$ cat src/rtl/airf_pkg.sv
package airf_pkg;

	// ==========================================
	// Register offsets within a set
	localparam logic [2:0] OFS_TIMER_LOW = 3'h0;
	localparam logic [2:0] OFS_TIMER_HIGH = 3'h1;
	localparam logic [2:0] OFS_MODE_SELECT = 3'h2;
	localparam logic [2:0] OFS_BANK_SELECT = 3'h3;
	localparam logic [2:0] OFS_TX_LEN_LOW = 3'h4;
	localparam logic [2:0] OFS_TX_LEN_HIGH = 3'h5;
	localparam logic [2:0] OFS_RX_LEN_LOW = 3'h6;
	localparam logic [2:0] OFS_RX_LEN_HIGH = 3'h7;
	localparam logic [2:0] OFS_VERSION_ID = 3'h0;
	localparam logic [2:0] OFS_MIRROR_PORT = 3'h1;
	localparam logic [2:0] OFS_MIRROR_FIFO = 3'h2;
	localparam logic [2:0] OFS_TX_FIFO_LEVEL = 3'h6;
	localparam logic [2:0] OFS_RX_FIFO_LEVEL = 3'h7;
	localparam logic [2:0] OFS_IR_CONFIG = 3'h4;

	// ==========================================
	// Bank select codes, also the read-back constants
	localparam logic [7:0] BANK_SET2 = 8'hE0;
	localparam logic [7:0] BANK_SET3 = 8'hE4;
	localparam logic [7:0] BANK_SET4 = 8'hE8;
	localparam logic [7:0] BANK_SET5 = 8'hEC;
	localparam logic [7:0] BANK_RESET = 8'h00;

	// ==========================================
	// Field layouts and masks
	localparam int MODE_TIMER_RUN = 0;
	localparam int MODE_READBACK_TEST = 1;
	localparam int MODE_SEL_LO = 2;
	localparam int CFG_AUTO_PACKET = 5;
	localparam logic [7:0] MODE_WRITE_MASK = 8'h0F;
	localparam logic [7:0] CFG_WRITE_MASK = 8'h73;
	localparam int TIMER_W = 12;
	localparam int FRAME_W = 13;
	localparam int LEVEL_W = 6;
	localparam int PRESCALE_W = 17;
	localparam logic [7:0] VERSION_ID_DEFAULT = 8'h5A; // Arbitrary value

	// ==========================================
	// Timing
	localparam int CLK_PERIOD_NS = 8;
	localparam int TICK_PERIOD_NS = 1000000;
	localparam int TICK_CYCLES_DEFAULT = TICK_PERIOD_NS / CLK_PERIOD_NS;

	// ==========================================
	// Operating modes
	typedef enum logic [1:0] {
		MODE_LEGACY_IR = 2'h0,
		MODE_CONSUMER_IR = 2'h1,
		MODE_LEGACY_ASK = 2'h2,
		MODE_LEGACY_SIR = 2'h3
	} airf_mode_t;

	// ==========================================
	// Carriers
	typedef struct packed {
		logic [2:0] addr;
		logic [7:0] wdata;
		logic wr;
		logic rd;
	} airf_bus_req_t;

	typedef struct packed {
		logic [LEVEL_W-1:0] txFifoLevel;
		logic [LEVEL_W-1:0] rxFifoLevel;
		logic [7:0] portControl;
		logic [7:0] fifoControl;
	} airf_core_stat_t;

	typedef struct packed {
		logic txByteSent;
		logic rxByteValid;
		logic rxFrameStart;
	} airf_link_ev_t;

	typedef struct packed {
		logic [7:0] bankSel;
		logic [TIMER_W-1:0] timerReload;
		logic [TIMER_W-1:0] timerCount;
		logic [PRESCALE_W-1:0] prescale;
		logic [7:0] modeSel;
		logic [7:0] irConfig;
		logic [FRAME_W-1:0] txLength;
		logic [FRAME_W-1:0] txRemain;
		logic [FRAME_W-1:0] rxLimit;
		logic [FRAME_W-1:0] rxCount;
		logic timerFlag;
		logic maxLenFlag;
		logic txFrameEnd;
		logic rxStore;
		logic [7:0] rdata;
	} airf_state_t;

endpackage

$ cat src/rtl/airf_regs.sv
// Design decision made here: the plain strobed port.
`timescale 1ns/100ps

// Contract
// - Transmit FIFO level reads back six bits, upper two zero, read only.
// - Receive FIFO level reads back six bits, upper two zero, read only.
// - Set 3 offset 0 returns a fixed version code; writes ignored.
// - Set 3 offset 1 mirrors the set 0 port control register.
// - Set 3 offset 2 mirrors the set 0 FIFO control register.
// - Offset 3 write selects the set; reads E4 in set 3.
// - In set 4 offset 3 reads E8; writing it selects the set.
// - Twelve-bit timer decrements once per millisecond, loaded from two bytes.
// - Timer counts only while the timer-run bit is one.
// - At zero the timer sets its expired flag and reloads.
// - Mode bits 3:2 pick the infrared mode; bits 7:4 reserved zero.
// - Readback-test bit makes timer reads return the reload value.
// - Transmit frame length is thirteen bits, used only in auto packet mode.
// - Auto packet mode splits the transmit stream into programmed-length frames.
// - Transmit length reads return bytes left in the current frame.
// - Receive frame length is a thirteen-bit limit with a byte up-counter.
// - Overlong frame sets the exceeded flag and blocks storing until frame start.
// - Receive length reads return bytes received so far in the frame.
// - Set 5 configuration bit 5 enables automatic packet mode.
module airf_regs
	import airf_pkg::*;
#(
	parameter int TICK_CYCLES = TICK_CYCLES_DEFAULT,
	parameter logic [7:0] VERSION_ID = VERSION_ID_DEFAULT
)
(
	// Clock and reset
	input wire logic clk,
	input wire logic reset_n,
	// Register port
	input wire airf_bus_req_t busReq,
	output logic [7:0] rdata,
	// Core status in
	input wire airf_core_stat_t coreStat,
	// Link events in
	input wire airf_link_ev_t linkEv,
	input wire logic timerFlagClear,
	// Controls and events out
	output logic timerExpired,
	output logic [1:0] irMode,
	output logic autoPacketMode,
	output logic txFrameEnd,
	output logic rxStore,
	output logic maxLengthExceeded
);

	// ==========================================
	// Set decode
	typedef enum logic [4:0] {
		SET_OTHER = 5'h01,
		SET_TWO = 5'h02,
		SET_THREE = 5'h04,
		SET_FOUR = 5'h08,
		SET_FIVE = 5'h10
	} airf_set_t;

	localparam logic [PRESCALE_W-1:0] TICK_LAST = PRESCALE_W'(TICK_CYCLES - 1);
	localparam logic [FRAME_W-1:0] FRAME_ONE = 13'h0001;

	airf_state_t s_q;
	airf_state_t s_d;
	airf_set_t activeSet;
	logic tick;
	logic [TIMER_W-1:0] timerView;

	always_comb
	begin
		case (s_q.bankSel)
			BANK_SET2: activeSet = SET_TWO;
			BANK_SET3: activeSet = SET_THREE;
			BANK_SET4: activeSet = SET_FOUR;
			BANK_SET5: activeSet = SET_FIVE;
			default: activeSet = SET_OTHER;
		endcase
	end

	// ==========================================
	// Next state
	always_comb
	begin
		s_d = s_q;
		s_d.txFrameEnd = 1'b0;
		s_d.rxStore = 1'b0;
		s_d.rdata = 8'h00;
		tick = 1'b0;
		timerView = s_q.modeSel[MODE_READBACK_TEST] ? s_q.timerReload : s_q.timerCount;

		if (!s_q.modeSel[MODE_TIMER_RUN])
		begin
			s_d.prescale = '0;
		end
		else if (s_q.prescale == TICK_LAST)
		begin
			s_d.prescale = '0;
			tick = 1'b1;
		end
		else
		begin
			s_d.prescale = s_q.prescale + 1'b1;
		end

		// Clear first so a same-cycle expiry wins
		if (timerFlagClear)
		begin
			s_d.timerFlag = 1'b0;
		end
		if (tick)
		begin
			if (s_q.timerCount == '0)
			begin
				s_d.timerFlag = 1'b1;
				s_d.timerCount = s_q.timerReload;
			end
			else
			begin
				s_d.timerCount = s_q.timerCount - 1'b1;
			end
		end

		if (linkEv.txByteSent && s_q.irConfig[CFG_AUTO_PACKET] && s_q.txLength != '0)
		begin
			if (s_q.txRemain <= FRAME_ONE)
			begin
				s_d.txFrameEnd = 1'b1;
				s_d.txRemain = s_q.txLength;
			end
			else
			begin
				s_d.txRemain = s_q.txRemain - 1'b1;
			end
		end

		// New frame reopens the receive path
		if (linkEv.rxFrameStart)
		begin
			s_d.rxCount = '0;
			s_d.maxLenFlag = 1'b0;
		end
		if (linkEv.rxByteValid)
		begin
			if (linkEv.rxFrameStart)
			begin
				s_d.rxCount = FRAME_ONE;
				s_d.rxStore = 1'b1;
			end
			else if (s_q.maxLenFlag || s_q.rxCount >= s_q.rxLimit)
			begin
				s_d.maxLenFlag = 1'b1;
			end
			else
			begin
				s_d.rxCount = s_q.rxCount + 1'b1;
				s_d.rxStore = 1'b1;
			end
		end

		// ==========================================
		// Register writes
		if (busReq.wr)
		begin
			if (busReq.addr == OFS_BANK_SELECT)
			begin
				// Any set selects via offset 3
				s_d.bankSel = busReq.wdata;
			end
			else if (activeSet == SET_FOUR)
			begin
				case (busReq.addr)
					OFS_TIMER_LOW:
					begin
						s_d.timerReload = {s_q.timerReload[TIMER_W-1:8], busReq.wdata};
						s_d.timerCount = {s_q.timerReload[TIMER_W-1:8], busReq.wdata};
					end
					OFS_TIMER_HIGH:
					begin
						s_d.timerReload = {busReq.wdata[TIMER_W-9:0], s_q.timerReload[7:0]};
						s_d.timerCount = {busReq.wdata[TIMER_W-9:0], s_q.timerReload[7:0]};
					end
					OFS_MODE_SELECT:
					begin
						s_d.modeSel = busReq.wdata & MODE_WRITE_MASK;
					end
					OFS_TX_LEN_LOW:
					begin
						s_d.txLength = {s_q.txLength[FRAME_W-1:8], busReq.wdata};
						s_d.txRemain = {s_q.txLength[FRAME_W-1:8], busReq.wdata};
					end
					OFS_TX_LEN_HIGH:
					begin
						s_d.txLength = {busReq.wdata[FRAME_W-9:0], s_q.txLength[7:0]};
						s_d.txRemain = {busReq.wdata[FRAME_W-9:0], s_q.txLength[7:0]};
					end
					OFS_RX_LEN_LOW:
					begin
						s_d.rxLimit = {s_q.rxLimit[FRAME_W-1:8], busReq.wdata};
					end
					OFS_RX_LEN_HIGH:
					begin
						s_d.rxLimit = {busReq.wdata[FRAME_W-9:0], s_q.rxLimit[7:0]};
					end
					default:
					begin
					end
				endcase
			end
			else if (activeSet == SET_FIVE && busReq.addr == OFS_IR_CONFIG)
			begin
				s_d.irConfig = busReq.wdata & CFG_WRITE_MASK;
			end
		end

		// ==========================================
		// Register reads, data in the next cycle
		if (busReq.rd)
		begin
			case (activeSet)
				SET_TWO:
				begin
					case (busReq.addr)
						OFS_TX_FIFO_LEVEL: s_d.rdata = {2'h0, coreStat.txFifoLevel};
						OFS_RX_FIFO_LEVEL: s_d.rdata = {2'h0, coreStat.rxFifoLevel};
						OFS_BANK_SELECT: s_d.rdata = BANK_SET2;
						default: s_d.rdata = 8'h00;
					endcase
				end
				SET_THREE:
				begin
					case (busReq.addr)
						OFS_VERSION_ID: s_d.rdata = VERSION_ID;
						OFS_MIRROR_PORT: s_d.rdata = coreStat.portControl;
						OFS_MIRROR_FIFO: s_d.rdata = coreStat.fifoControl;
						OFS_BANK_SELECT: s_d.rdata = BANK_SET3;
						default: s_d.rdata = 8'h00;
					endcase
				end
				SET_FOUR:
				begin
					case (busReq.addr)
						OFS_TIMER_LOW: s_d.rdata = timerView[7:0];
						OFS_TIMER_HIGH: s_d.rdata = {4'h0, timerView[TIMER_W-1:8]};
						OFS_MODE_SELECT: s_d.rdata = s_q.modeSel;
						OFS_BANK_SELECT: s_d.rdata = BANK_SET4;
						OFS_TX_LEN_LOW: s_d.rdata = s_q.txRemain[7:0];
						OFS_TX_LEN_HIGH: s_d.rdata = {3'h0, s_q.txRemain[FRAME_W-1:8]};
						OFS_RX_LEN_LOW: s_d.rdata = s_q.rxCount[7:0];
						OFS_RX_LEN_HIGH: s_d.rdata = {3'h0, s_q.rxCount[FRAME_W-1:8]};
						default: s_d.rdata = 8'h00;
					endcase
				end
				SET_FIVE:
				begin
					case (busReq.addr)
						OFS_BANK_SELECT: s_d.rdata = BANK_SET5;
						OFS_IR_CONFIG: s_d.rdata = s_q.irConfig;
						default: s_d.rdata = 8'h00;
					endcase
				end
				default:
				begin
					// Sets held elsewhere in the port read zero here
					s_d.rdata = 8'h00;
				end
			endcase
		end
	end

	// ==========================================
	// State register
	always_ff @(posedge clk)
	begin
		if (!reset_n)
		begin
			s_q <= '0;
			s_q.bankSel <= BANK_RESET;
		end
		else
		begin
			s_q <= s_d;
		end
	end

	// ==========================================
	// Outputs, all straight from the state register
	assign rdata = s_q.rdata;
	assign timerExpired = s_q.timerFlag;
	assign irMode = s_q.modeSel[MODE_SEL_LO+1:MODE_SEL_LO];
	assign autoPacketMode = s_q.irConfig[CFG_AUTO_PACKET];
	assign txFrameEnd = s_q.txFrameEnd;
	assign rxStore = s_q.rxStore;
	assign maxLengthExceeded = s_q.maxLenFlag;

endmodule

$ cat config.mk
export PLATFORM = sky130hd
export DESIGN_NAME = airf_regs
export DESIGN_NICKNAME = d
export VERILOG_FILES = /design/src/rtl/airf_pkg.sv /design/src/rtl/airf_regs.sv
export SDC_FILE = /design/constraint.sdc
export NUM_CORES = 1
export LEC_CHECK = 0
export BUFFER_PORTS_ARGS = -buffer_cell sky130_fd_sc_hd__buf_2
export CAP_MARGIN = 20
export CELL_PAD_IN_SITES_DETAIL_PLACEMENT = 1
export CELL_PAD_IN_SITES_GLOBAL_PLACEMENT = 2
export CORE_AREA = 2 2 153 155
export CTS_BUF_LIST = sky130_fd_sc_hd__clkbuf_4 sky130_fd_sc_hd__clkbuf_8
export CTS_CLUSTER_DIAMETER = 50
export DETAILED_ROUTE_END_ITERATION = 16
export DIE_AREA = 0 0 155 157
export PLACE_DENSITY = 0.76
export SYNTH_ARGS = -nofsm -noshare
export SYNTH_HDL_FRONTEND = slang
export SYNTH_SLANG_ARGS = --single-unit
$ cat constraint.sdc
create_clock -name clk -period 1.9 [get_ports clk]
set_input_delay 0.095 -clock clk [delete_from_list [all_inputs] [get_ports clk]]
set_output_delay 0.095 -clock clk [all_outputs]
set_load 0.05 [all_outputs]
# After elaboration in Yosys (flattened, before gate mapping)
# Cells that the tools add are included.
classes:
  addsub: 4
  n_mul: 0
  div_mod_pow: 0
  n_lt_le_gt_ge: 2
  eq_ne: 16
  shifts: 0
  muxes: 36
  n_bitwise: 10
  n_reduce_logical: 20
op_table:
  columns: ["operator", "count"]
  rows:
  - ["$mux W13", 6]
  - ["$mux W26", 3]
  - ["$mux W12", 6]
  - ["$pmux W8 S4", 2]
  - ["$pmux W8 S8", 1]
  - ["$pmux W26 S2", 1]
  - ["$pmux W24 S2", 1]
  - ["$eq A8 B8 Y1 const B", 4]
  - ["$reduce_and A5 Y1", 6]
  - ["$pmux W13 S2", 1]
  - ["$pmux W8 S3", 1]
  - ["$pmux W5 S4", 1]
  - ["$add A17 B1 Y17 const B", 1]
  - ["$eq A17 B17 Y1 const B", 1]
  - ["$pmux W8 S2", 1]
  - ["$add A13 B1 Y13 const B", 1]
  - ["$ge A13 B13 Y1", 1]
  - ["$le A13 B1 Y1 const B", 1]
  - ["$reduce_bool A13 Y1", 1]
  - ["$sub A13 B1 Y13 const B", 1]
  - ["$eq A3 B3 Y1 const B", 4]
  - ["$logic_not A12 Y1", 1]
  - ["$mux W1", 12]
  - ["$sub A12 B1 Y12 const B", 1]
  - ["13 further kinds", 29]
totals:
  reg_bits: 122
  latch_bits: 0
  mem_bits_rw: 0
  romBits: 0
  inputBits: 47
  output_inout_bits: 15
  elab_cells: 106
  mem_count: 0

# Logic depth before layout (Yosys ltp)
# Gate-level depths: netlist of the first run.
depth:
  depth_word: 8
  mapped_depth: 9
  depth_no_buf: 7

# Least setup slack after synthesis of the first run
# OpenSTA, ideal clock, no wires.
synth_path:
  path_type: "flip-flop to flip-flop"
  startpoint: "register s_q[37] in the netlist's numbering"
  endpoint: "register s_q[12] in the netlist's numbering"
  setup_ns: 0.074
  arrival_time_ns: 1.975
  required_ns: 1.826
  path_slack_ns: -0.150
  stages_incl_launch_ff: 10
  path_buffers: 2
  period_less_slack_ns: 2.050
  path_cell_list: "dfxtp_1 inv_1 ha_1 nand2_1 nor4_1 o31a_1 clkbuf_1 clkbuf_1 o21ai_0 a31oi_1"
synth_via:
  elab_chain_len: 5
synth_rtl:
  columns: ["item", "line", "text"]
  rows:
  - ["from (decl)", "airf_regs.sv:64", "airf_state_t s_q;"]
  - ["$ge A13 B13 Y1", "airf_regs.sv:150", "else if (s_q.maxLenFlag || s_q.rxCount >= s_q.rxLimit)"]
  - ["$logic_or A1 B1 Y1", "airf_regs.sv:150", null]
  - ["$mux W13", "airf_regs.sv:150", null]
  - ["$mux W13", "airf_regs.sv:145", "if (linkEv.rxFrameStart)"]
  - ["$mux W13", "airf_regs.sv:143", "if (linkEv.rxByteValid)"]
# Every way passes these cells.
# A chain may end at the register's enable or synchronous reset.

# Worst setup path in the final report of the first run
layout_path:
  startpoint: "register s_q[28] in the netlist's numbering"
  endpoint: "register s_q[19] in the netlist's numbering"
# The elaborated chain is that of the path after synthesis.

==> insert_results.sql, run 1 <==
INSERT INTO impl_metrics (metric_group, metric, value, unit) VALUES
('worst_setup_path', 'crit_path_leading_delay_family', 'compound AO/OA/AOI/OAI gates', ''),
('power_and_ir_drop', 'power.static_leakage', '3.919', 'nW'),
('worst_setup_path', 'r2r-start', 's_q[28]', ''),
('global_route', 'groute.usage.overall', '0.2364', ''),
('status', 'violations', 'negative setup slack', ''),
('layout', 'num-nets-final', '1187', ''),
('worst_setup_path', 'critPathMostFrequentCell', 'sky130_fd_sc_hd__a21oi_2', ''),
('worst_setup_path', 'critPathArrivalTime', '2.47', 'ns'),
('worst_setup_path', 'required_time_reported_for_the_critical_path_endpoint', '2.30', 'ns'),
('worst_setup_path', 'worst_setup_path_start_kind', 'flop', ''),
('floorplan', 'standard_cell_row_count', '55', ''),
('clock_tree', 'cts-root-buf', 'sky130_fd_sc_hd__clkbuf_8', ''),
('global_route', 'met1_usage', '0.2943', ''),
('clock_tree', 'cts.sink_count', '122', ''),
('logic_synthesis', 'synth-seq-area-share', '0.3332', ''),
('layout', 'layout.cell_area.non_filler', '0.01029', 'sq mm'),
('logic_synthesis', 'post_synthesis_net_count', '1002', ''),
('timing', 'rsz0062_at_grt', 'yes', ''),
('clock_tree', 'cts_inserted_buffers', '17', ''),
('detailed_routing', 'detail_route.wirelength', '29.62', 'mm'),
('placed_design', 'placed_cell_area', '0.008841', 'sq mm'),
('logic_synthesis', 'synth-seq-cells', '122', ''),
('power_and_ir_drop', 'peakVddDrop', '0.3274', 'mV'),
('timing', 'postLayoutSetupSlackWorst', '-0.1684', 'ns'),
('timing', 'maxSlewViolCount', '0', ''),
('layout', 'layout_commonest_cell', 'sky130_fd_sc_hd__buf_4', ''),
('logic_synthesis', 'synthDominantCellAreaShare', '0.3332', ''),
('placed_design', 'post-place-cells', '1360', ''),
('worst_hold_path', 'hold_path.startpoint', 'coreStat[10]', ''),
('timing', 'setup_viol_count_final', '17', ''),
('worst_setup_path', 'r2r-end', 's_q[19]', ''),
('global_route', 'grt_overflow', '0', ''),
('logic_synthesis', 'synth_cell_type_count', '68', ''),
('worst_setup_path', 'timing.critical_path.fanout_max', '10', ''),
('worst_setup_path', 'criticalPathCategory', 'reg -> reg', ''),
('detailed_routing', 'final_antenna_net_count', '0', ''),
('timing', 'final.period_utilization', '1.089', ''),
('floorplan', 'fp.dieArea', '0.02434', 'sq mm'),
('placed_design', 'pre_cts_setup_slack', '-0.2743', 'ns'),
('timing', 'hold_viol_final', '0', ''),
('layout', 'multi_input_combinational_cell_area', '0.005182', 'sq mm'),
('worst_setup_path', 'timing.critical_path.from', 's_q[28]', ''),
('logic_synthesis', 'post_synthesis_average_cell_area', '7.832', 'sq um'),
('global_route', 'grt_antenna_before_repair', '0', ''),
('worst_setup_path', 'ff2ff_setup_slack', '-0.17', 'ns'),
('logic_synthesis', 'ys_top_cells_by_area', 'sky130_fd_sc_hd__dfxtp_1 33%, sky130_fd_sc_hd__nand2_1 5.9%, sky130_fd_sc_hd__mux2i_1 5.6%, sky130_fd_sc_hd__a21oi_1 4.9%, sky130_fd_sc_hd__nor2_1 4.3%', ''),
('detailed_routing', 'detailedRoute.firstIterationViolations', '335', ''),
('placed_design', 'global_placement_routability_congestion', '0.8815', ''),
('clock_tree', 'clk_path_buf_depth', '2', ''),
('placed_design', 'hpwl_dp', '20.33', 'mm'),
('worst_setup_path', 'slowest_delay', '0.51', 'ns'),
('detailed_routing', 'drc', '0', ''),
('logic_synthesis', 'synth-async-reset-ratio', '0', ''),
('detailed_routing', 'avgRoutedWirePerCell', '20.89', 'um'),
('worst_hold_path', 'kind_of_path_behind_the_tightest_hold_check', 'in -> reg', ''),
('clock_tree', 'cts_tree', 'done', ''),
('worst_hold_path', 'hold-path-cell-count', '3', ''),
('detailed_routing', 'routed_via_density', '5.609', ''),
('global_route', 'grt_pass1_wl', '44.73', 'mm'),
('logic_synthesis', 'synth_top_cell_by_area', 'sky130_fd_sc_hd__dfxtp_1', ''),
('clock_tree', 'clkTransAtPathRegs', '0.09', 'ns'),
('global_route', 'use_met3', '0.03579', ''),
('clock_tree', 'clkLatencyLatePin', '0.47', 'ns'),
('floorplan', 'chipWidth', '155', 'um'),
('power_and_ir_drop', 'power_total', '5.525', 'mW'),
('global_route', 'grt_max_degree', '38', ''),
('global_route', 'global_route.usage.met2', '0.4146', ''),
('clock_tree', 'ctsHtreeMaxLevel', '4', ''),
('floorplan', 'io_pins', '62', ''),
('status', 'run_status', 'finished with violations', ''),
('worst_setup_path', 'critPathBufInv', '2', '');
-- power breakdown --
part,total [mW],internal [mW],switching (mW)
sequential,2.56,2.56,0.00431
combinational,0.439,0.159,0.280
clock,2.52,1.31,1.21
total,5.53,4.03,1.49
-- sequential cells by signal, summed over array words and instances, names as in the netlist --
| register | count |
|---|---|
| s_q | 107 |
| autoPacketMode | 1 |
| txFrameEnd | 1 |
| rxStore | 1 |
| maxLengthExceeded | 1 |
| timerExpired | 1 |
| rdata | 8 |
| irMode | 2 |
-- logic make-up after synthesis --
kind of cell / Yosys count / share of synthesized area
and+or+nand+nor: 355 / 0.2419
AOI/OAI and AO/OA: 250 / 0.2169
DFF: 122 / 0.3332
buffers and inverters: 109 / 0.06178
muxes: 66 / 0.09592
adders and majority gates: 19 / 0.03243
xor gates and xnor gates: 15 / 0.01792
-- what timing repair did --
action                                  CTS  global route
pin swaps                                26            33
endpoints found under the setup margin   37            51
gates resized for setup                  76            96
setup buffers                            11             9
hold endpoints to repair                 10             0
hold buffers                              5             0
gates cloned                              2             2
-- layout make-up --
class | instances | share of cell area
Clock inverter | 12 | 0.01471
Sequential cell | 122 | 0.2409
Multi-Input combinational cell | 707 | 0.5036
Inverter | 41 | 0.01496
Timing Repair Buffer | 232 | 0.1670
Clock buffer | 19 | 0.02420
Tap cell | 285 | 0.03465
-- cells in the mapped netlist (4+ instances only) --
master and count:
sky130_fd_sc_hd__dfxtp_1 122, sky130_fd_sc_hd__nand2_1 116, sky130_fd_sc_hd__nor2_1 84, sky130_fd_sc_hd__a21oi_1 72, sky130_fd_sc_hd__o21ai_0 58, sky130_fd_sc_hd__clkbuf_1 48
sky130_fd_sc_hd__mux2i_1 41, sky130_fd_sc_hd__inv_1 40, sky130_fd_sc_hd__mux2_2 24, sky130_fd_sc_hd__nand3_1 22, sky130_fd_sc_hd__ha_1 19, sky130_fd_sc_hd__nor3_1 19
sky130_fd_sc_hd__a31oi_1 17, sky130_fd_sc_hd__nand4_1 16, sky130_fd_sc_hd__nor4_1 15, sky130_fd_sc_hd__nand2b_1 13, sky130_fd_sc_hd__o31ai_1 13, sky130_fd_sc_hd__o22ai_1 12
sky130_fd_sc_hd__or3_1 12, sky130_fd_sc_hd__a211oi_1 10, sky130_fd_sc_hd__buf_4 10, sky130_fd_sc_hd__or4_1 10, sky130_fd_sc_hd__xnor2_1 10, sky130_fd_sc_hd__nor2b_1 9
sky130_fd_sc_hd__or2_2 8, sky130_fd_sc_hd__and2_1 6, sky130_fd_sc_hd__and4_1 6, sky130_fd_sc_hd__buf_1 5, sky130_fd_sc_hd__buf_2 5, sky130_fd_sc_hd__o211ai_1 5
sky130_fd_sc_hd__o21a_1 5, sky130_fd_sc_hd__o22a_1 5, sky130_fd_sc_hd__o311ai_0 5, sky130_fd_sc_hd__o31a_1 5, sky130_fd_sc_hd__xor2_1 5, sky130_fd_sc_hd__a2bb2oi_1 4
sky130_fd_sc_hd__o41ai_1 4
-- routing by layer --
layer | vias up | wire, um
met3 | 55 | 1107
li1 | 3773 | -
met5 | - | 0
met1 | 3966 | 13060
met2 | 159 | 14530
met4 | 0 | 917
-- how the worst max path moves through the flow --
stage                     endpoint  slack (ns)  depth (start not counted)
final                      s_q[19]       -0.17                          8
after floorplan           s_q[103]        -0.1                          5
after global placement     s_q[99]       -0.24                          8
after global routing      s_q[103]       -0.27                          5
after detailed placement   s_q[14]       -0.27                          7
after CTS                 s_q[103]       -0.16                          5
-- metrics by stage --
step,util,hold WS [ns],TNS (ns)
final,0.4573,0.01659,-1.362
after global routing,0.4573,0.02990,-3.605
after CTS,0.4329,0.01317,-0.9315
after detailed placement,0.3929,0.3807,-4.044
after global placement,0.3929,0.3632,-2.602
after floorplan,-,0.2310,-0.3376
-- worst reg2reg max path, stage by stage, from the launching register on --
cell and delay, ns:
sky130_fd_sc_hd__dfxtp_2 0.33, sky130_fd_sc_hd__inv_2 0.04, sky130_fd_sc_hd__ha_4 0.24, sky130_fd_sc_hd__a21oi_2 0.13, sky130_fd_sc_hd__a21boi_2 0.08, sky130_fd_sc_hd__o31a_1 0.35, sky130_fd_sc_hd__buf_12 0.18, sky130_fd_sc_hd__or4_4 0.51
sky130_fd_sc_hd__a21oi_2 0.14
Note: power is estimated with default switching activity, not from simulation.
==> inputs of run 2 (changes only) <==
Settings changed: BUFFER_PORTS_ARGS -buffer_cell sky130_fd_sc_hd__buf_2 to default, CORE_AREA 2 2 153 155 to 2 2 146 148, DIE_AREA 0 0 155 157 to 0 0 148 150, DONT_BUFFER_PORTS from default to 1, PLACE_DENSITY 0.76 to 0.78.
==> run 2 against run 1 <==
Effect of this change:
- the flow finishes with violations (negative hold slack, negative setup slack)
- count of clock-buffer cells in the layout rose by 5
- worst hold slack got worse by 0.26 ns
- die area fell by 8.8%
- sequential share of layout area rose by 0.36 points
- first-iteration DRC count rose by 38%
- clock power rose by 13%
- sequential power barely moved
- final cell count fell by 4.4%
- combinational power fell by 16%
- register-to-register slack got worse by 0.03 ns
- global-route usage rose by 2.9 points
- highest routed layer unchanged
==> insert_results.sql, run 2 (same netlist as run 1, synthesis figures left out) <==
INSERT INTO impl_metrics (metric_group, metric, value, unit) VALUES
('clock_tree', 'cts-root-buf', 'sky130_fd_sc_hd__clkbuf_8', ''),
('worst_setup_path', 'critPathArrivalTime', '2.45', 'ns'),
('layout', 'largest_reg_flops', '107', ''),
('layout', 'num-nets-final', '1134', ''),
('clock_tree', 'post_cts_hold_buffer_count', '27', ''),
('worst_setup_path', 'crit_path_leading_delay_family', 'compound AO/OA/AOI/OAI gates', ''),
('floorplan', 'die-height', '150', 'um'),
('timing', 'final.period_utilization', '1.103', ''),
('floorplan', 'fp.dieArea', '0.02220', 'sq mm'),
('floorplan', 'chipWidth', '148', 'um'),
('placed_design', 'global_placement_routability_congestion', '0.8360', ''),
('timing', 'rsz0062_at_grt', 'yes', ''),
('layout', 'layout.cell_area.non_filler', '0.01008', 'sq mm'),
('placed_design', 'portBuffers', '0', ''),
('detailed_routing', 'avgRoutedWirePerCell', '22.17', 'um'),
('timing', 'hold_slack', '-0.2405', 'ns'),
('power_and_ir_drop', 'power.static_leakage', '3.759', 'nW'),
('timing', 'tightest_slew', '1.308', 'ns'),
('worst_setup_path', 'cp.depth', '8', ''),
('global_route', 'first_global_vias', '7968', ''),
('layout', 'registers.top_by_ff_count', 's_q', ''),
('detailed_routing', 'vias', '7896', ''),
('clock_tree', 'cts.sink_count', '122', ''),
('worst_setup_path', 'r2r_cells', '8', ''),
('timing', 'max_slew_margin', '0.1247', ''),
('timing', 'maxSlewViolCount', '0', ''),
('global_route', 'global_route.usage.met2', '0.4544', ''),
('timing', 'max_clock_freq', '477.4', 'MHz'),
('worst_setup_path', 'timing.critical_path.fanout_max', '6', ''),
('global_route', 'globalRoute.busiestLayer', 'met2', ''),
('power_and_ir_drop', 'switching_power', '1.377', 'mW'),
('worst_setup_path', 'timing.critical_path.cells', 'inv_1 > ha_4 > a21oi_2 > o21ai_2 > a211o_4 > buf_6 > o311ai_4 > o41ai_4', ''),
('detailed_routing', 'detailedRoute.firstIterationViolations', '461', ''),
('power_and_ir_drop', 'peakVddDrop', '0.3983', 'mV'),
('floorplan', 'io_pins', '62', ''),
('floorplan', 'standard_cell_row_count', '53', ''),
('power_and_ir_drop', 'power_switching_share', '0.2385', ''),
('layout', 'mostFrequentLayoutCells', '137 x sky130_fd_sc_hd__buf_4, 111 x sky130_fd_sc_hd__nand2_1, 104 x sky130_fd_sc_hd__dfxtp_1', ''),
('layout', 'drive_above_1_share', '0.3201', ''),
('placed_design', 'hpwl_dp', '19.32', 'mm'),
('power_and_ir_drop', 'pwr-share-clk', '0.491', ''),
('power_and_ir_drop', 'pwr-share-comb', '0.064', ''),
('clock_tree', 'cts_inserted_buffers', '17', ''),
('power_and_ir_drop', 'seq_power_share', '0.445', ''),
('power_and_ir_drop', 'power_total', '5.776', 'mW'),
('worst_setup_path', 'required_time_reported_for_the_critical_path_endpoint', '2.25', 'ns'),
('worst_setup_path', 'ff2ff_setup_slack', '-0.19', 'ns'),
('worst_setup_path', 'cell_with_the_largest_stage_delay_on_the_worst_path', 'sky130_fd_sc_hd__a211o_4', ''),
('placed_design', 'placed_cell_area', '0.008393', 'sq mm'),
('worst_hold_path', 'hold-path-cell-count', '2', ''),
('job', 'max-cap-violations', '0', ''),
('detailed_routing', 'firstDrtPassIters', '5', ''),
('detailed_routing', 'drc', '0', ''),
('floorplan', 'core', '0.02069', 'sq mm'),
('global_route', 'grt_overflow', '0', ''),
('worst_setup_path', 'timing.critical_path.to_type', 'flop', ''),
('clock_tree', 'clkLatencyLatePin', '0.48', 'ns'),
('worst_setup_path', 'critPathBufInv', '2', ''),
('global_route', 'groute.usage.overall', '0.2659', ''),
('detailed_routing', 'final_antenna_net_count', '0', ''),
('global_route', 'grt_antenna_before_repair', '0', ''),
('timing', 'timing.setup.tns', '-1.966', 'ns'),
('detailed_routing', 'routed_via_density', '5.823', ''),
('floorplan', 'start_util', '0.3543', ''),
('timing', 'hold_viol_final', '24', ''),
('worst_setup_path', 'worst_setup_path_start_kind', 'flop', ''),
('clock_tree', 'clkTransAtPathRegs', '0.08', 'ns'),
('timing', 'finClkSkew', '0.009402', 'ns'),
('worst_setup_path', 'criticalPathCategory', 'reg -> reg', ''),
('global_route', 'grt_pass1_wl', '45.91', 'mm'),
('timing', 'postLayoutSetupSlackWorst', '-0.1949', 'ns'),
('global_route', 'grt_max_degree', '63', ''),
('status', 'violations', 'negative hold slack, negative setup slack', ''),
('global_route', 'use_met3', '0.04116', ''),
('detailed_routing', 'detail_route.wirelength', '30.07', 'mm'),
('timing', 'setup_viol_count_final', '21', ''),
('timing', 'fin_crit', '2.095', 'ns'),
('power_and_ir_drop', 'int_power', '4.398', 'mW'),
('layout', 'area_overhead_of_the_layout_relative_to_synthesis', '37.55', '%'),
('status', 'run_status', 'finished with violations', ''),
('layout', 'layout_commonest_cell', 'sky130_fd_sc_hd__buf_4', ''),
('power_and_ir_drop', 'power.density', '572.8', 'mW/mm^2'),
('layout', 'antenna_diodes', '0', ''),
('clock_tree', 'ctsHtreeMaxLevel', '4', ''),
('worst_hold_path', 'kind_of_path_behind_the_tightest_hold_check', 'in -> reg', ''),
('global_route', 'met1_usage', '0.3396', ''),
('placed_design', 'pre_cts_setup_slack', '-0.2098', 'ns'),
('worst_setup_path', 'slowest_delay', '0.40', 'ns'),
('clock_tree', 'cts_tree', 'done', ''),
('clock_tree', 'clk_path_buf_depth', '2', '');
## run 2: cell count changes in the layout (fill, tap and decap cells not counted), moves of 6 or more
cell	previous run	this run
sky130_fd_sc_hd__nor2_2	3	9
sky130_fd_sc_hd__mux2_2	24	17
sky130_fd_sc_hd__buf_2	61	0
sky130_fd_sc_hd__dlygate4sd3_1	5	26
sky130_fd_sc_hd__dfxtp_2	26	18
sky130_fd_sc_hd__mux2_4	0	7
sky130_fd_sc_hd__dfxtp_1	95	104
sky130_fd_sc_hd__buf_4	149	137
## run 2: per-layer routing
metal / up-vias / share of wire
li1: 3659 / -
met1: 3952 / 0.44
met2: 213 / 0.48
met3: 72 / 0.050
met4: 0 / 0.033
met5: - / 0
## run 2: path summary, 6_finish.rpt
path / endpoint / startpoint
max reg2reg: s_q[21] / s_q[33]
min: s_q[41] / reset_n
min reg2reg: s_q[121] / s_q[121]
max: s_q[21] / s_q[33]
## run 2: area by class of cell
type,instances,area [sq um]
fill,2430,10610
multi-input combinational,706,5141
sequential,122,2465
timing repair buffer,180,1515
tap,275,344.1
clock buffer,24,299.0
clock inverter,8,165.2
inverter,41,153.9
## run 2: power groups by stage
stage               Combinational, mW  Sequential [mW]  Clock, mW
floorplan                       0.209             2.63          0
global route                    0.391             2.57       2.99
detailed placement              0.229             2.63          0
global placement                0.225             2.63          0
finish                          0.369             2.57       2.84
CTS                             0.348             2.57       2.86
## run 2: repair_timing
item / in CTS / in global routing
gates resized for setup: 74 / 87
setup buffers: 9 / 12
endpoints found under the hold margin: 93 / 19
gates cloned: 2 / 0
setup endpoints to repair: 31 / 51
pin swaps: 28 / 37
## run 2: per-stage QoR
step	util	std cells
global route	0.4874	1356
floorplan	-	936
global placement	0.4057	1275
finish	0.4874	1356
CTS	0.4642	1345
detailed placement	0.4057	1275
==> inputs of run 3 (changes only) <==
Settings changed: BUFFER_PORTS_ARGS from default to -buffer_cell sky130_fd_sc_hd__buf_2, CORE_AREA 2 2 146 148 to 8 8 159 161, DIE_AREA 0 0 148 150 to 0 0 167 169, DONT_BUFFER_PORTS 1 to default, PLACE_DENSITY 0.78 to 0.76.
==> run 3 against run 2 <==
Effect of this change:
- the flow finishes with violations (negative setup slack)
- worst setup slack worse by 0.0057 ns
- critical path type unchanged
- non-clock buffer count is 59 higher
- sequential power hardly changed
- global-route usage is 6.7 points lower
==> insert_results.sql, run 3 (same netlist as run 1, synthesis figures left out) <==
INSERT INTO impl_metrics (metric_group, metric, value, unit) VALUES
('status', 'run_status', 'finished with violations', ''),
('status', 'violations', 'negative setup slack', ''),
('power_and_ir_drop', 'power_total', '5.272', 'mW'),
('timing', 'postLayoutSetupSlackWorst', '-0.2005', 'ns'),
('clock_tree', 'cts-root-buf', 'sky130_fd_sc_hd__clkbuf_8', ''),
('floorplan', 'chipWidth', '167', 'um'),
('power_and_ir_drop', 'peakVddDrop', '0.3092', 'mV'),
('global_route', 'grt_overflow', '0', ''),
('layout', 'drive_above_1_share', '0.3568', ''),
('layout', 'mostFrequentLayoutCells', '155 x sky130_fd_sc_hd__buf_4, 113 x sky130_fd_sc_hd__nand2_1, 101 x sky130_fd_sc_hd__dfxtp_1', ''),
('global_route', 'groute.usage.overall', '0.1988', ''),
('placed_design', 'hpwl_dp', '20.73', 'mm'),
('timing', 'setup_viol_count_final', '19', ''),
('power_and_ir_drop', 'power.static_leakage', '3.887', 'nW'),
('detailed_routing', 'detailedRoute.firstIterationViolations', '520', ''),
('layout', 'antenna_diodes', '0', ''),
('global_route', 'grt_antenna_before_repair', '0', ''),
('worst_setup_path', 'timing.critical_path.to_type', 'flop', ''),
('floorplan', 'fp.dieArea', '0.02822', 'sq mm'),
('layout', 'area_overhead_of_the_layout_relative_to_synthesis', '37.60', '%'),
('detailed_routing', 'avgRoutedWirePerCell', '19.90', 'um'),
('worst_setup_path', 'timing.critical_path.fanout_max', '4', ''),
('floorplan', 'start_util', '0.3200', ''),
('layout', 'multi_input_combinational_cell_area', '0.004981', 'sq mm'),
('worst_setup_path', 'r2r_cells', '5', ''),
('floorplan', 'io_pins', '62', ''),
('worst_setup_path', 'criticalPathCategory', 'reg -> reg', ''),
('global_route', 'grt_max_degree', '35', ''),
('clock_tree', 'clk_path_buf_depth', '2', ''),
('placed_design', 'placed_cell_area', '0.008905', 'sq mm'),
('global_route', 'first_global_vias', '8072', ''),
('clock_tree', 'cts_tree', 'done', ''),
('detailed_routing', 'final_antenna_net_count', '0', ''),
('layout', 'final.fill_count', '2766', ''),
('layout', 'registers.top_by_ff_count', 's_q', ''),
('global_route', 'grt_pass1_wl', '44.71', 'mm'),
('global_route', 'global_route.usage.met2', '0.3288', ''),
('timing', 'rsz0062_at_grt', 'yes', ''),
('power_and_ir_drop', 'power.density', '522.6', 'mW/mm^2'),
('timing', 'max_slew_margin', '0.6078', ''),
('worst_setup_path', 'slowest_delay', '0.58', 'ns'),
('timing', 'fin_crit', '2.101', 'ns'),
('global_route', 'globalRoute.busiestLayer', 'met2', ''),
('job', 'max-cap-violations', '0', ''),
('floorplan', 'die-height', '169', 'um'),
('clock_tree', 'ctsHtreeMaxLevel', '4', ''),
('timing', 'tightest_slew', '0.5861', 'ns'),
('worst_hold_path', 'hold-path-cell-count', '3', ''),
('floorplan', 'core', '0.02291', 'sq mm'),
('detailed_routing', 'vias', '7770', ''),
('global_route', 'use_met3', '0.03960', ''),
('timing', 'hold_viol_final', '0', ''),
('layout', 'layout.cell_area.non_filler', '0.01009', 'sq mm'),
('layout', 'num-nets-final', '1192', ''),
('layout', 'seqCellArea', '0.002474', 'sq mm'),
('layout', 'largest_reg_flops', '107', ''),
('clock_tree', 'clkTransAtPathRegs', '0.08', 'ns'),
('detailed_routing', 'routed_via_density', '5.441', ''),
('detailed_routing', 'drc', '0', ''),
('placed_design', 'portBuffers', '61', ''),
('worst_setup_path', 'required_time_reported_for_the_critical_path_endpoint', '2.27', 'ns'),
('floorplan', 'standard_cell_row_count', '56', ''),
('worst_setup_path', 'timing.critical_path.cells', 'nor4b_4 > nand3_2 > or4b_4 > or4_1 > a31oi_1', ''),
('worst_setup_path', 'worst_setup_path_start_kind', 'flop', ''),
('worst_hold_path', 'kind_of_path_behind_the_tightest_hold_check', 'in -> reg', ''),
('timing', 'final.period_utilization', '1.106', ''),
('global_route', 'met1_usage', '0.2530', ''),
('placed_design', 'global_placement_routability_congestion', '0.8372', ''),
('layout', 'layout_commonest_cell', 'sky130_fd_sc_hd__buf_4', ''),
('worst_setup_path', 'critPathArrivalTime', '2.47', 'ns'),
('worst_setup_path', 'cell_with_the_largest_stage_delay_on_the_worst_path', 'sky130_fd_sc_hd__or4b_4', ''),
('clock_tree', 'cts_inserted_buffers', '17', ''),
('timing', 'finClkSkew', '0.01207', 'ns'),
('clock_tree', 'clkLatencyLatePin', '0.46', 'ns'),
('clock_tree', 'cts.sink_count', '122', ''),
('detailed_routing', 'detail_route.wirelength', '28.42', 'mm'),
('timing', 'max_clock_freq', '476.1', 'MHz'),
('detailed_routing', 'firstDrtPassIters', '5', ''),
('timing', 'maxSlewViolCount', '0', '');
==> run 3: cell count changes in the layout (fill, tap and decap cells not counted), moves of 4 or more <==
cell	change
sky130_fd_sc_hd__buf_2	+62
sky130_fd_sc_hd__buf_4	+18
sky130_fd_sc_hd__bufinv_16	-4
sky130_fd_sc_hd__dlygate4sd3_1	-19
sky130_fd_sc_hd__mux2_2	+7
sky130_fd_sc_hd__mux2_4	-7
sky130_fd_sc_hd__nor2_1	+9
sky130_fd_sc_hd__nor2_2	-8
sky130_fd_sc_hd__o311ai_1	+4
sky130_fd_sc_hd__o311ai_4	-4
==> run 3: per-layer routing <==
| metal | vias up | wire [um] |
|---|---|---|
| met5 | - | 0 |
| met4 | 0 | 798 |
| met3 | 43 | 1022 |
| met2 | 135 | 13420 |
| met1 | 3817 | 13170 |
| li1 | 3775 | - |
==> run 3: critical path: cells and delay by family (launching register included) <==
family | cells | cell delay [ns]
AOI/OAI and AO/OA | 1 | 0.16
and+or+nand+nor | 4 | 1.50
DFF | 1 | 0.34
==> run 3: cell type report <==
class | instances | area share
Clock buffer | 23 | 0.02952
Tap cell | 290 | 0.03597
Inverter | 41 | 0.01526
Timing Repair Buffer | 239 | 0.1733
Clock inverter | 8 | 0.006946
Sequential cell | 122 | 0.2452
Multi-Input combinational cell | 705 | 0.4938
==> run 3: through the flow <==
step	utilization	worst slack [ns]	TNS (ns)	std cells	hold slack [ns]
6_report	0.4403	-0.2005	-1.481	1428	0.03748
3_3_place_gp	0.3887	-0.1521	-1.957	1371	0.3722
3_5_place_dp	0.3887	-0.2020	-3.114	1371	0.3728
5_1_grt	0.4403	-0.2759	-3.441	1428	0.01478
2_1_floorplan	-	-0.09857	-0.3376	936	0.2310
4_1_cts	0.4202	-0.1437	-1.806	1419	0.01857
==> run 3: final timing paths <==
path	slack (ns)	to	startpoint
worst min register to register	0.46	s_q[127]	s_q[127]
worst max-delay path	-0.20	s_q[103]	s_q[84]
worst max register to register	-0.20	s_q[103]	s_q[84]
worst min-delay path	0.04	rdata[2]	coreStat[10]
==> run 3: repair_timing <==
action / 4_1_cts / 5_1_grt
cloned: 0 / 1
pin swaps: 25 / 43
hold endpoints to repair: 14 / 0
hold buffers: 7 / 0
resized for setup: 49 / 87
setup buffers: 10 / 11
endpoints found under the setup margin: 27 / 64
==> run 3: power by group <==
| group | switching (mW) | internal (mW) |
|---|---|---|
| logic | 0.271 | 0.161 |
| registers | 0.00382 | 2.56 |
| clock network | 1.12 | 1.16 |
